## src/pkg/psrf_pkg.sv

```systemverilog
// Purpose: constants and types for the pll synthesis and reset flag block
// Assumes: 8-bit register port, 25 MHz clock
// Notes: register offsets 0x03..0x06, interrupt registers at 0x20..0x22
package psrf_pkg;
	localparam int DATA_W = 8;
	localparam int ADDR_W = 8;
	// register offsets
	localparam logic [7:0] ADDR_RESET_FLAGS = 8'h03;
	localparam logic [7:0] ADDR_MULTIPLIER = 8'h04;
	localparam logic [7:0] ADDR_REF_DIVIDER = 8'h05;
	localparam logic [7:0] ADDR_OUT_DIVIDER = 8'h06;
	localparam logic [7:0] ADDR_IRQ_STATUS = 8'h20;
	localparam logic [7:0] ADDR_IRQ_CLEAR = 8'h21;
	localparam logic [7:0] ADDR_IRQ_ENABLE = 8'h22;
	// reset flag bit positions
	localparam int POS_POWER_ON = 6;
	localparam int POS_LOW_VOLTAGE = 5;
	localparam int POS_WATCHDOG = 3;
	localparam int POS_OSC_LOSS = 1;
	localparam int POS_PLL_LOSS = 0;
	// field positions
	localparam int POS_VCO_RANGE = 6;
	localparam int POS_REF_RANGE = 6;
	// interrupt status bit positions
	localparam int POS_IRQ_LOCK_CHG = 0;
	localparam int POS_IRQ_OSC_CHG = 1;
	localparam int POS_IRQ_RAMP_DONE = 2;
	localparam int POS_IRQ_WR_REFUSED = 3;
	localparam int IRQ_W = 4;
	// values after reset
	// power-on and low-voltage flags come up set
	localparam logic [7:0] RST_RESET_FLAGS = 8'h60;
	localparam logic [7:0] RST_MULTIPLIER = 8'h00;
	localparam logic [7:0] RST_REF_DIVIDER = 8'h00;
	localparam logic [4:0] RST_OUT_DIVIDER = 5'h00;
	localparam logic [1:0] FILTER_INTERNAL = 2'h0;
	// unlocked output divisor is four, stored as ratio minus one
	localparam logic [4:0] DIV_UNLOCKED = 5'h03;
	// bus clock is half the pll output
	localparam int BUS_CLK_RATIO = 2;
	localparam int RAMP_BUS_CYCLES = 32;
	localparam int RAMP_CLK_CYCLES = RAMP_BUS_CYCLES * BUS_CLK_RATIO;
	localparam int SYNC_STAGES = 3;

	typedef struct packed {
		logic [1:0] vco_range_sel;
		logic [5:0] loop_multiplier;
		logic [1:0] ref_range_sel;
		logic [3:0] reference_divider;
	} psrf_synth_cfg_t;

	typedef struct packed {
		logic [7:0] vco_mult;
		logic [4:0] ref_div;
		logic [5:0] out_div;
		logic [6:0] bus_div;
	} psrf_ratio_t;
endpackage : psrf_pkg

```

## src/hdl/psrf_top.sv

```systemverilog
// Purpose: reset cause flags and pll frequency synthesis registers
// Assumes: i_rst_n is the power-on reset, i_sys_rst a synchronous system reset
// Notes: lock and oscillator status arrive asynchronous and are filtered
`timescale 1ns/100ps

// Functional notes
// - power-on sets power-on flag, system reset keeps
// - low voltage or power-on sets low-voltage flag
// - watchdog reset sets flag, power-on clears
// - oscillator monitor reset sets flag, power-on clears
// - pll monitor reset sets flag, power-on clears
// - flags clear only by writing one
// - multiplier, divider writes need unprotected, pll selected
// - accepted synth write clears lock, qualified
// - vco equals two times reference times multiplier+1
// - reference is oscillator/(divider+1) or internal 1MHz
// - internal reference pins filter to 1-2MHz range
// - output divider write needs only pll selected
// - output is vco/(divider+1) locked, vco/4 unlocked
// - bus clock is half pll output
// - output divider ramps to target within 32 bus cycles
module psrf_top #(
	parameter int RAMP_LIMIT = psrf_pkg::RAMP_BUS_CYCLES
) (
	input wire logic i_clk,
	input wire logic i_rst_n,
	input wire logic i_ce,
	input wire logic i_sys_rst,
	input wire logic [psrf_pkg::ADDR_W-1:0] i_addr,
	input wire logic [psrf_pkg::DATA_W-1:0] i_wdata,
	input wire logic i_wr,
	input wire logic i_rd,
	input wire logic i_lvr_event,
	input wire logic i_watchdog_event,
	input wire logic i_osc_loss_event,
	input wire logic i_pll_loss_event,
	input wire logic i_pll_lock_raw,
	input wire logic i_osc_qualified_raw,
	input wire logic i_write_protect,
	input wire logic i_pll_source_select,
	input wire logic i_ext_oscillator_enable,
	output logic [psrf_pkg::DATA_W-1:0] o_rdata,
	output logic o_irq,
	output logic o_pll_locked,
	output logic o_oscillator_qualified,
	output logic o_relock_pulse,
	output logic o_ref_internal,
	output logic [1:0] o_filter_range,
	output psrf_pkg::psrf_synth_cfg_t o_synth_cfg,
	output psrf_pkg::psrf_ratio_t o_ratio
);
	if (RAMP_LIMIT < 31)
		$error("ramp limit must cover 31 divider steps");

	logic [7:0] reset_flags;
	logic [7:0] multiplier;
	logic [7:0] ref_divider;
	logic [4:0] out_divider;
	logic [4:0] cur_div;
	logic [1:0] sync1;
	logic [1:0] sync2;
	logic [1:0] sync3;
	logic [1:0] filt;
	logic lock_hold;
	logic osc_hold;
	logic bus_tick;
	logic ramping;
	logic [psrf_pkg::IRQ_W-1:0] irq_status;
	logic [psrf_pkg::IRQ_W-1:0] irq_enable;
	logic [7:0] next_rdata;
	logic [4:0] next_target;
	logic wr_flags;
	logic wr_mult;
	logic wr_reference_divider;
	logic wr_outdiv;
	logic synth_ok;
	logic synth_acc;
	logic outdiv_acc;
	logic refused;
	logic lock_chg;
	logic osc_chg;
	logic ramp_done;
	logic [7:0] flag_set;

	assign wr_flags = i_wr && (i_addr == psrf_pkg::ADDR_RESET_FLAGS);
	assign wr_mult = i_wr && (i_addr == psrf_pkg::ADDR_MULTIPLIER);
	assign wr_reference_divider = i_wr && (i_addr == psrf_pkg::ADDR_REF_DIVIDER);
	assign wr_outdiv = i_wr && (i_addr == psrf_pkg::ADDR_OUT_DIVIDER);
	assign synth_ok = !i_write_protect && i_pll_source_select;
	assign synth_acc = (wr_mult || wr_reference_divider) && synth_ok;
	assign outdiv_acc = wr_outdiv && i_pll_source_select;
	assign refused = ((wr_mult || wr_reference_divider) && !synth_ok) || (wr_outdiv && !i_pll_source_select);

	// reset cause events, one bit per flag position except power-on
	always_comb
	begin
		flag_set = 8'h00;
		flag_set[psrf_pkg::POS_LOW_VOLTAGE] = i_lvr_event;
		flag_set[psrf_pkg::POS_WATCHDOG] = i_watchdog_event;
		flag_set[psrf_pkg::POS_OSC_LOSS] = i_osc_loss_event;
		flag_set[psrf_pkg::POS_PLL_LOSS] = i_pll_loss_event;
	end

	// flags survive the system reset, only power-on touches them
	always_ff @(posedge i_clk or negedge i_rst_n)
	begin
		if (!i_rst_n)
		begin
			reset_flags <= psrf_pkg::RST_RESET_FLAGS;
		end
		else if (i_ce)
		begin
			reset_flags <= (reset_flags & ~(wr_flags ? i_wdata : 8'h00)) | flag_set;
		end
	end

	// synthesis registers
	always_ff @(posedge i_clk or negedge i_rst_n)
	begin
		if (!i_rst_n)
		begin
			multiplier <= psrf_pkg::RST_MULTIPLIER;
			ref_divider <= psrf_pkg::RST_REF_DIVIDER;
			out_divider <= psrf_pkg::RST_OUT_DIVIDER;
		end
		else if (i_ce)
		begin
			if (i_sys_rst)
			begin
				multiplier <= psrf_pkg::RST_MULTIPLIER;
				ref_divider <= psrf_pkg::RST_REF_DIVIDER;
				out_divider <= psrf_pkg::RST_OUT_DIVIDER;
			end
			else
			begin
				if (wr_mult && synth_ok)
					multiplier <= i_wdata;
				// range bits stored even on internal reference
				if (wr_reference_divider && synth_ok)
					ref_divider <= {i_wdata[7:6], 2'h0, i_wdata[3:0]};
				if (outdiv_acc)
					out_divider <= i_wdata[4:0];
			end
		end
	end

	// status inputs come from the analog loop, three stages, agreement filter
	always_ff @(posedge i_clk or negedge i_rst_n)
	begin
		if (!i_rst_n)
		begin
			sync1 <= 2'h0;
			sync2 <= 2'h0;
			sync3 <= 2'h0;
			filt <= 2'h0;
		end
		else if (i_ce)
		begin
			sync1 <= {i_osc_qualified_raw, i_pll_lock_raw};
			sync2 <= sync1;
			sync3 <= sync2;
			for (int i = 0; i < 2; i++)
			begin
				if (sync2[i] == sync3[i])
					filt[i] <= sync3[i];
			end
		end
	end

	// a stale lock must not survive a new synthesis setting
	always_ff @(posedge i_clk or negedge i_rst_n)
	begin
		if (!i_rst_n)
		begin
			lock_hold <= 1'b0;
			osc_hold <= 1'b0;
			o_pll_locked <= 1'b0;
			o_oscillator_qualified <= 1'b0;
			o_relock_pulse <= 1'b0;
		end
		else if (i_ce)
		begin
			o_relock_pulse <= synth_acc && !i_sys_rst;
			if (synth_acc && !i_sys_rst)
			begin
				lock_hold <= 1'b1;
				osc_hold <= 1'b1;
				o_pll_locked <= 1'b0;
				o_oscillator_qualified <= 1'b0;
			end
			else
			begin
				lock_hold <= lock_hold && filt[0];
				osc_hold <= osc_hold && filt[1];
				o_pll_locked <= filt[0] && !lock_hold;
				o_oscillator_qualified <= filt[1] && !osc_hold;
			end
		end
	end

	assign next_target = o_pll_locked ? out_divider : psrf_pkg::DIV_UNLOCKED;

	// one divider step per bus clock, at most 31 steps
	always_ff @(posedge i_clk or negedge i_rst_n)
	begin
		if (!i_rst_n)
		begin
			bus_tick <= 1'b0;
			cur_div <= psrf_pkg::DIV_UNLOCKED;
			ramping <= 1'b0;
		end
		else if (i_ce)
		begin
			bus_tick <= !bus_tick;
			if (!o_pll_locked)
				cur_div <= psrf_pkg::DIV_UNLOCKED;
			else if (bus_tick && cur_div < next_target)
				cur_div <= cur_div + 5'h01;
			else if (bus_tick && cur_div > next_target)
				cur_div <= cur_div - 5'h01;
			ramping <= o_pll_locked && (cur_div != next_target);
		end
	end

	assign lock_chg = o_pll_locked != (filt[0] && !lock_hold && !synth_acc);
	assign osc_chg = o_oscillator_qualified != (filt[1] && !osc_hold && !synth_acc);
	assign ramp_done = ramping && (cur_div == next_target);

	// interrupt status, set wins over the clear write
	always_ff @(posedge i_clk or negedge i_rst_n)
	begin
		if (!i_rst_n)
		begin
			irq_status <= '0;
			irq_enable <= '0;
			o_irq <= 1'b0;
		end
		else if (i_ce)
		begin
			if (i_sys_rst)
			begin
				irq_status <= '0;
				irq_enable <= '0;
				o_irq <= 1'b0;
			end
			else
			begin
				irq_status <= (irq_status
					& ~((i_wr && i_addr == psrf_pkg::ADDR_IRQ_CLEAR)
						? i_wdata[psrf_pkg::IRQ_W-1:0] : '0))
					| {refused, ramp_done, osc_chg, lock_chg};
				if (i_wr && i_addr == psrf_pkg::ADDR_IRQ_ENABLE)
					irq_enable <= i_wdata[psrf_pkg::IRQ_W-1:0];
				o_irq <= |(irq_status & irq_enable);
			end
		end
	end

	// read mux, unmapped and write-only read as zero
	always_comb
	begin
		next_rdata = 8'h00;
		unique case (i_addr)
			psrf_pkg::ADDR_RESET_FLAGS: next_rdata = reset_flags;
			psrf_pkg::ADDR_MULTIPLIER: next_rdata = multiplier;
			psrf_pkg::ADDR_REF_DIVIDER: next_rdata = ref_divider;
			psrf_pkg::ADDR_OUT_DIVIDER: next_rdata = {3'h0, out_divider};
			psrf_pkg::ADDR_IRQ_STATUS: next_rdata = {4'h0, irq_status};
			psrf_pkg::ADDR_IRQ_ENABLE: next_rdata = {4'h0, irq_enable};
			default: next_rdata = 8'h00;
		endcase
	end

	always_ff @(posedge i_clk or negedge i_rst_n)
	begin
		if (!i_rst_n)
			o_rdata <= 8'h00;
		else if (i_ce)
			o_rdata <= i_rd ? next_rdata : 8'h00;
	end

	// ratio and configuration outputs for the analog loop
	always_ff @(posedge i_clk or negedge i_rst_n)
	begin
		if (!i_rst_n)
		begin
			o_synth_cfg <= '0;
			o_ratio <= '0;
			o_ref_internal <= 1'b1;
			o_filter_range <= psrf_pkg::FILTER_INTERNAL;
		end
		else if (i_ce)
		begin
			o_synth_cfg <= {multiplier[7:6], multiplier[5:0], ref_divider[7:6], ref_divider[3:0]};
			o_ratio.vco_mult <= {1'b0, multiplier[5:0], 1'b0} + 8'h02;
			// reference from oscillator or internal source
			o_ratio.ref_div <= i_ext_oscillator_enable ? {1'b0, ref_divider[3:0]} + 5'h01 : 5'h01;
			o_ref_internal <= !i_ext_oscillator_enable;
			o_filter_range <= i_ext_oscillator_enable ? ref_divider[7:6] : psrf_pkg::FILTER_INTERNAL;
			o_ratio.out_div <= {1'b0, cur_div} + 6'h01;
			o_ratio.bus_div <= ({1'b0, cur_div} + 6'h01) * 7'h02;
		end
	end

	logic [7:0] ramp_cnt;
	always_ff @(posedge i_clk or negedge i_rst_n)
	begin
		if (!i_rst_n)
			ramp_cnt <= 8'h00;
		else if (i_ce && (outdiv_acc || i_sys_rst))
			ramp_cnt <= 8'h00;
		else if (i_ce)
			ramp_cnt <= (o_pll_locked && cur_div != next_target) ? ramp_cnt + 8'h01 : 8'h00;
	end
endmodule : psrf_top

```

## config.mk

```make
export PLATFORM = sky130hd
export DESIGN_NAME = psrf_top
export DESIGN_NICKNAME = d
export VERILOG_FILES = /design/src/pkg/psrf_pkg.sv /design/src/hdl/psrf_top.sv
export SDC_FILE = /design/constraint.sdc
export NUM_CORES = 1
export LEC_CHECK = 0
export ABC_AREA = 1
export BUFFER_PORTS_ARGS = -buffer_cell sky130_fd_sc_hd__buf_2
export CORE_UTILIZATION = 60
export CTS_CLUSTER_SIZE = 40
export DETAILED_ROUTE_END_ITERATION = 7
export GPL_TIMING_DRIVEN = 0
export PLACE_DENSITY_LB_ADDON = 0.2
export SETUP_SLACK_MARGIN = 0.02
export SYNTH_ARGS = -nofsm -noshare
export SYNTH_HDL_FRONTEND = slang
export SYNTH_SLANG_ARGS = --single-unit
export TNS_END_PERCENT = 5
```

## constraint.sdc

```tcl
create_clock -name i_clk -period 5.8 [get_ports i_clk]
set_input_delay 0.58 -clock i_clk [delete_from_list [all_inputs] [get_ports i_clk]]
set_output_delay 0.58 -clock i_clk [all_outputs]
set_load 0.03 [all_outputs]
```

==> results.md <==
- Setup_tns: 0 ns
- Number of buffers created by CTS: 9
- Number of buffers added on ports: a little over 80
- Clock insertion delay at the later pin of the skew report: 0.37 ns
- Row count: 32
- Initial antenna violation count: 0
- Reg-to-reg critical path endpoint: cur_div[4]$_DFFE_PN0P_
- Total power divided by cell area: about 330 mW/mm²
- Worst VDD drop: between 0.15 and 0.2 mV
- Critical path startpoint category: flop
- Maximum number of pins on one net before global-route repair: 58
- Die outline area: approximately 0.0084 mm²
- Sequential element share of the synthesized area: 0.5169
- Critical Path Slowest Stage Cell: dfrtp_1
- Count of maximum capacitance violations: 0
- Worst min-delay path category: input pin to async pin
- Critical path endpoint category: flop
- GRT Overall Usage: 0.3159
- Buffers from clock root to sink, at most: 2
- Signed area change from the synthesized netlist to the final layout: 15.81%
- Antenna cell count: 0
- Number of top-level pins: between 80 and 90
- Crit share post-route: 0.4835
- Arrival time at the worst endpoint: roughly 3.1 ns
- Delay contributed by the slowest stage of the critical path: roughly 0.54 ns
- Number of setup violations in the final report: 0
- Final hold violations: 0
- Setup Skew: roughly 0.0090 ns
- Final design utilization: 0.7200
- Count of state elements after synthesis: ~100
- Detailed router's first-iteration violation count: 322
- Router iterations before antenna repair: 6
- Number of clock sinks seen by CTS: between 90 and 100
- Worst path buffer plus inverter count: 1
- Crit path kind: flop to flop
- Maximum operating frequency: about 0.36 GHz
- WP depth: 13
- Net total in the final layout: roughly 700
- Via/cell ratio: 5.601
- Routed length per placed instance: between 15 and 20 µm
- Total via count in the routed design: approximately 4300
- Initial Util: 0.6218
- Die width: around 90 µm
- Maximum fanout encountered on the critical timing path: 8
- Remaining DRCs: 0
- Worst-case setup margin in the final layout: roughly 3 ns
- Clk Tree Root Cell: clkbuf_8
- First-pass GRT wire length: 19930 µm
- Most used cells in the layout excluding fill and tap cells: 180 x nand2_1, 94 x dfrtp_1, 88 x buf_2
- Via count of the first global-routing pass: a little over 4000
- Netlist area before placement: 0.004805 mm²
- Routed wire length: 12310 µm
- Number of warnings printed during yosys synthesis: 0
- Time the final worst path needs with I/O delays and setup: roughly 2.8 ns
- Unrepaired setup endpoints after global routing: false
- Data required time of the critical path: ~6.1 ns
- Total of hold buffers inserted after clock tree synthesis: 0
- Number of flops mapped to enable cells by yosys: 0
- Leakage: 0.002960 µW
- Average size of a mapped cell: between 8 and 9 µm²
- Async SR Flop Fraction: 1.000
- Flop2flop setup slack: roughly 3 ns
- CTS-repair resized insts: 0
- Estimated wirelength of the detail-placed design: ~8900 µm
- Largest delay contributor family on the critical path: simple AND/OR/NAND/NOR gates
- Count of buffers added by post-CTS timing repair for setup: 0
- Post-synth top flop: dfrtp_1
- Global route overflow: 0
- Number of unique standard cell types used by synthesis: 41
- Most frequent standard cell in the layout excluding fill and tap cells: nand2_1
- Crit Reg-Reg Startpoint: o_pll_locked$_DFFE_PN0P_
- Rel. slew slack: 0.5303
- Slew Limit Fails: 0
- TritonCTS clock tree: yes
- Depth of the most critical reg-to-reg path: 13
- Placer's final routability congestion estimate: just over 0.9
- Most frequent cell on the critical path: nand2_1
- Clk slew on worst S/H paths: approximately 0.10 ns
- Place WS: roughly 3 ns
- Core Footprint: about 0.0077 mm²
- Remaining number of nets flagged by the antenna check after routing: 0
- CP Cell Sequence: inv_1 -> nor2_1 -> ha_1 -> nand2_1 -> nor2_1 -> nand2_1 -> nand4_1 -> fa_1 -> nand3_1 -> nand2_1 -> xor2_1 -> xnor2_1 -> o21ai_0
- Die Height: a little over 90 µm
- Cells after synthesis: approximately 570
- Status: finished, final reports clean
- H-tree level count: 3
- Fraction of layout cells with a size suffix above 1: 0.2075
- Transition time at the pin with the least slew margin: around 0.70 ns
[per-stage QoR]
stage | power (µW) | hold slack, ns | instances | area, µm²
after floorplan | 1233 | 0.2844 | 567 | 4808
after global placement | 1359 | 0.4481 | 750 | 5341
after detailed placement | 1394 | 0.4519 | 751 | 5371
after CTS | 1822 | 0.2157 | 767 | 5564
after global routing | 1927 | 0.2382 | 767 | 5564
final | 1820 | 0.1967 | 767 | 5564
[layer usage]
metal,GRT usage,part of all wire,routed length [µm],up-vias
met5,0,0,0,-
met4,0.1217,0.021,260,0
met3,0.07538,0.079,972,23
met2,0.5063,0.48,5938,208
met1,0.4169,0.42,5139,2037
li1,-,-,-,2028
[power breakdown]
group	switching, µW	internal [µW]	leakage [µW]	total (µW)
sequential	72.4	760	0.00130	833
combinational	339	212	0.00156	551
clock	259	178	0.000100	436
total	670	1150	0.00296	1820
[logic make-up (layout without fill, tap and decap cells)]
kind of cell	Yosys count	after routing	synth area share
AOI/OAI and AO/OA	100	100	0.1232
adders and majority gates	13	13	0.03542
and+or+nand+nor	265	265	0.2393
DFF	99	99	0.5169
buffers and inverters	81	179	0.07162
xor gates and xnor gates	7	7	0.01276
other	1	2	0.0007805
[area by class of cell]
class	instances	area, µm²
multi-input combinational	387	1981
clock inverter	6	55.05
tap	102	127.6
inverter	59	221.5
timing repair buffer	82	435.4
sequential	99	2484
clock buffer	10	137.6
fill	610	2163
buffer	22	122.6
[cell usage after synthesis, drive strengths merged, types with 3 or more instances]
| library cell | number | share of area |
|---|---|---|
| clkbuf | 6 | 0.0047 |
| inv | 59 | 0.046 |
| ha | 12 | 0.031 |
| nand2 | 182 | 0.14 |
| o31ai | 6 | 0.0094 |
| nor2 | 30 | 0.033 |
| buf | 16 | 0.021 |
| xor2 | 4 | 0.0073 |
| o21ai | 66 | 0.070 |
| a21oi | 6 | 0.011 |
| dfstp | 5 | 0.027 |
| nand3 | 39 | 0.044 |
| xnor2 | 3 | 0.0055 |
| nor3 | 4 | 0.0052 |
| dfrtp | 94 | 0.49 |
| o22ai | 7 | 0.0091 |
| nand4 | 9 | 0.012 |
| o21a | 4 | 0.0063 |
| o211ai | 5 | 0.0078 |
[registers in the layout (all words and copies together), names as in the netlist, 2 cells and up]
signal	count
multiplier	8
out_divider	5
o_ratio	18
reset_flags	8
sync2	2
irq_status	4
o_filter_range	2
sync1	2
filt	2
irq_enable	4
o_synth_cfg	14
ref_divider	6
cur_div	5
sync3	2
o_rdata	8
[worst max-delay path by stage]
stage / startpoint / end
after floorplan: o_pll_locked$_DFFE_PN0P_ / cur_div[4]$_DFFE_PN0P_
after global placement: o_pll_locked$_DFFE_PN0P_ / cur_div[4]$_DFFE_PN0P_
after detailed placement: o_pll_locked$_DFFE_PN0P_ / cur_div[4]$_DFFE_PN0P_
after CTS: o_pll_locked$_DFFE_PN0P_ / cur_div[4]$_DFFE_PN0P_
after global routing: o_pll_locked$_DFFE_PN0P_ / cur_div[4]$_DFFE_PN0P_
final: o_pll_locked$_DFFE_PN0P_ / cur_div[4]$_DFFE_PN0P_
Power figures use the tool's default switching activity.
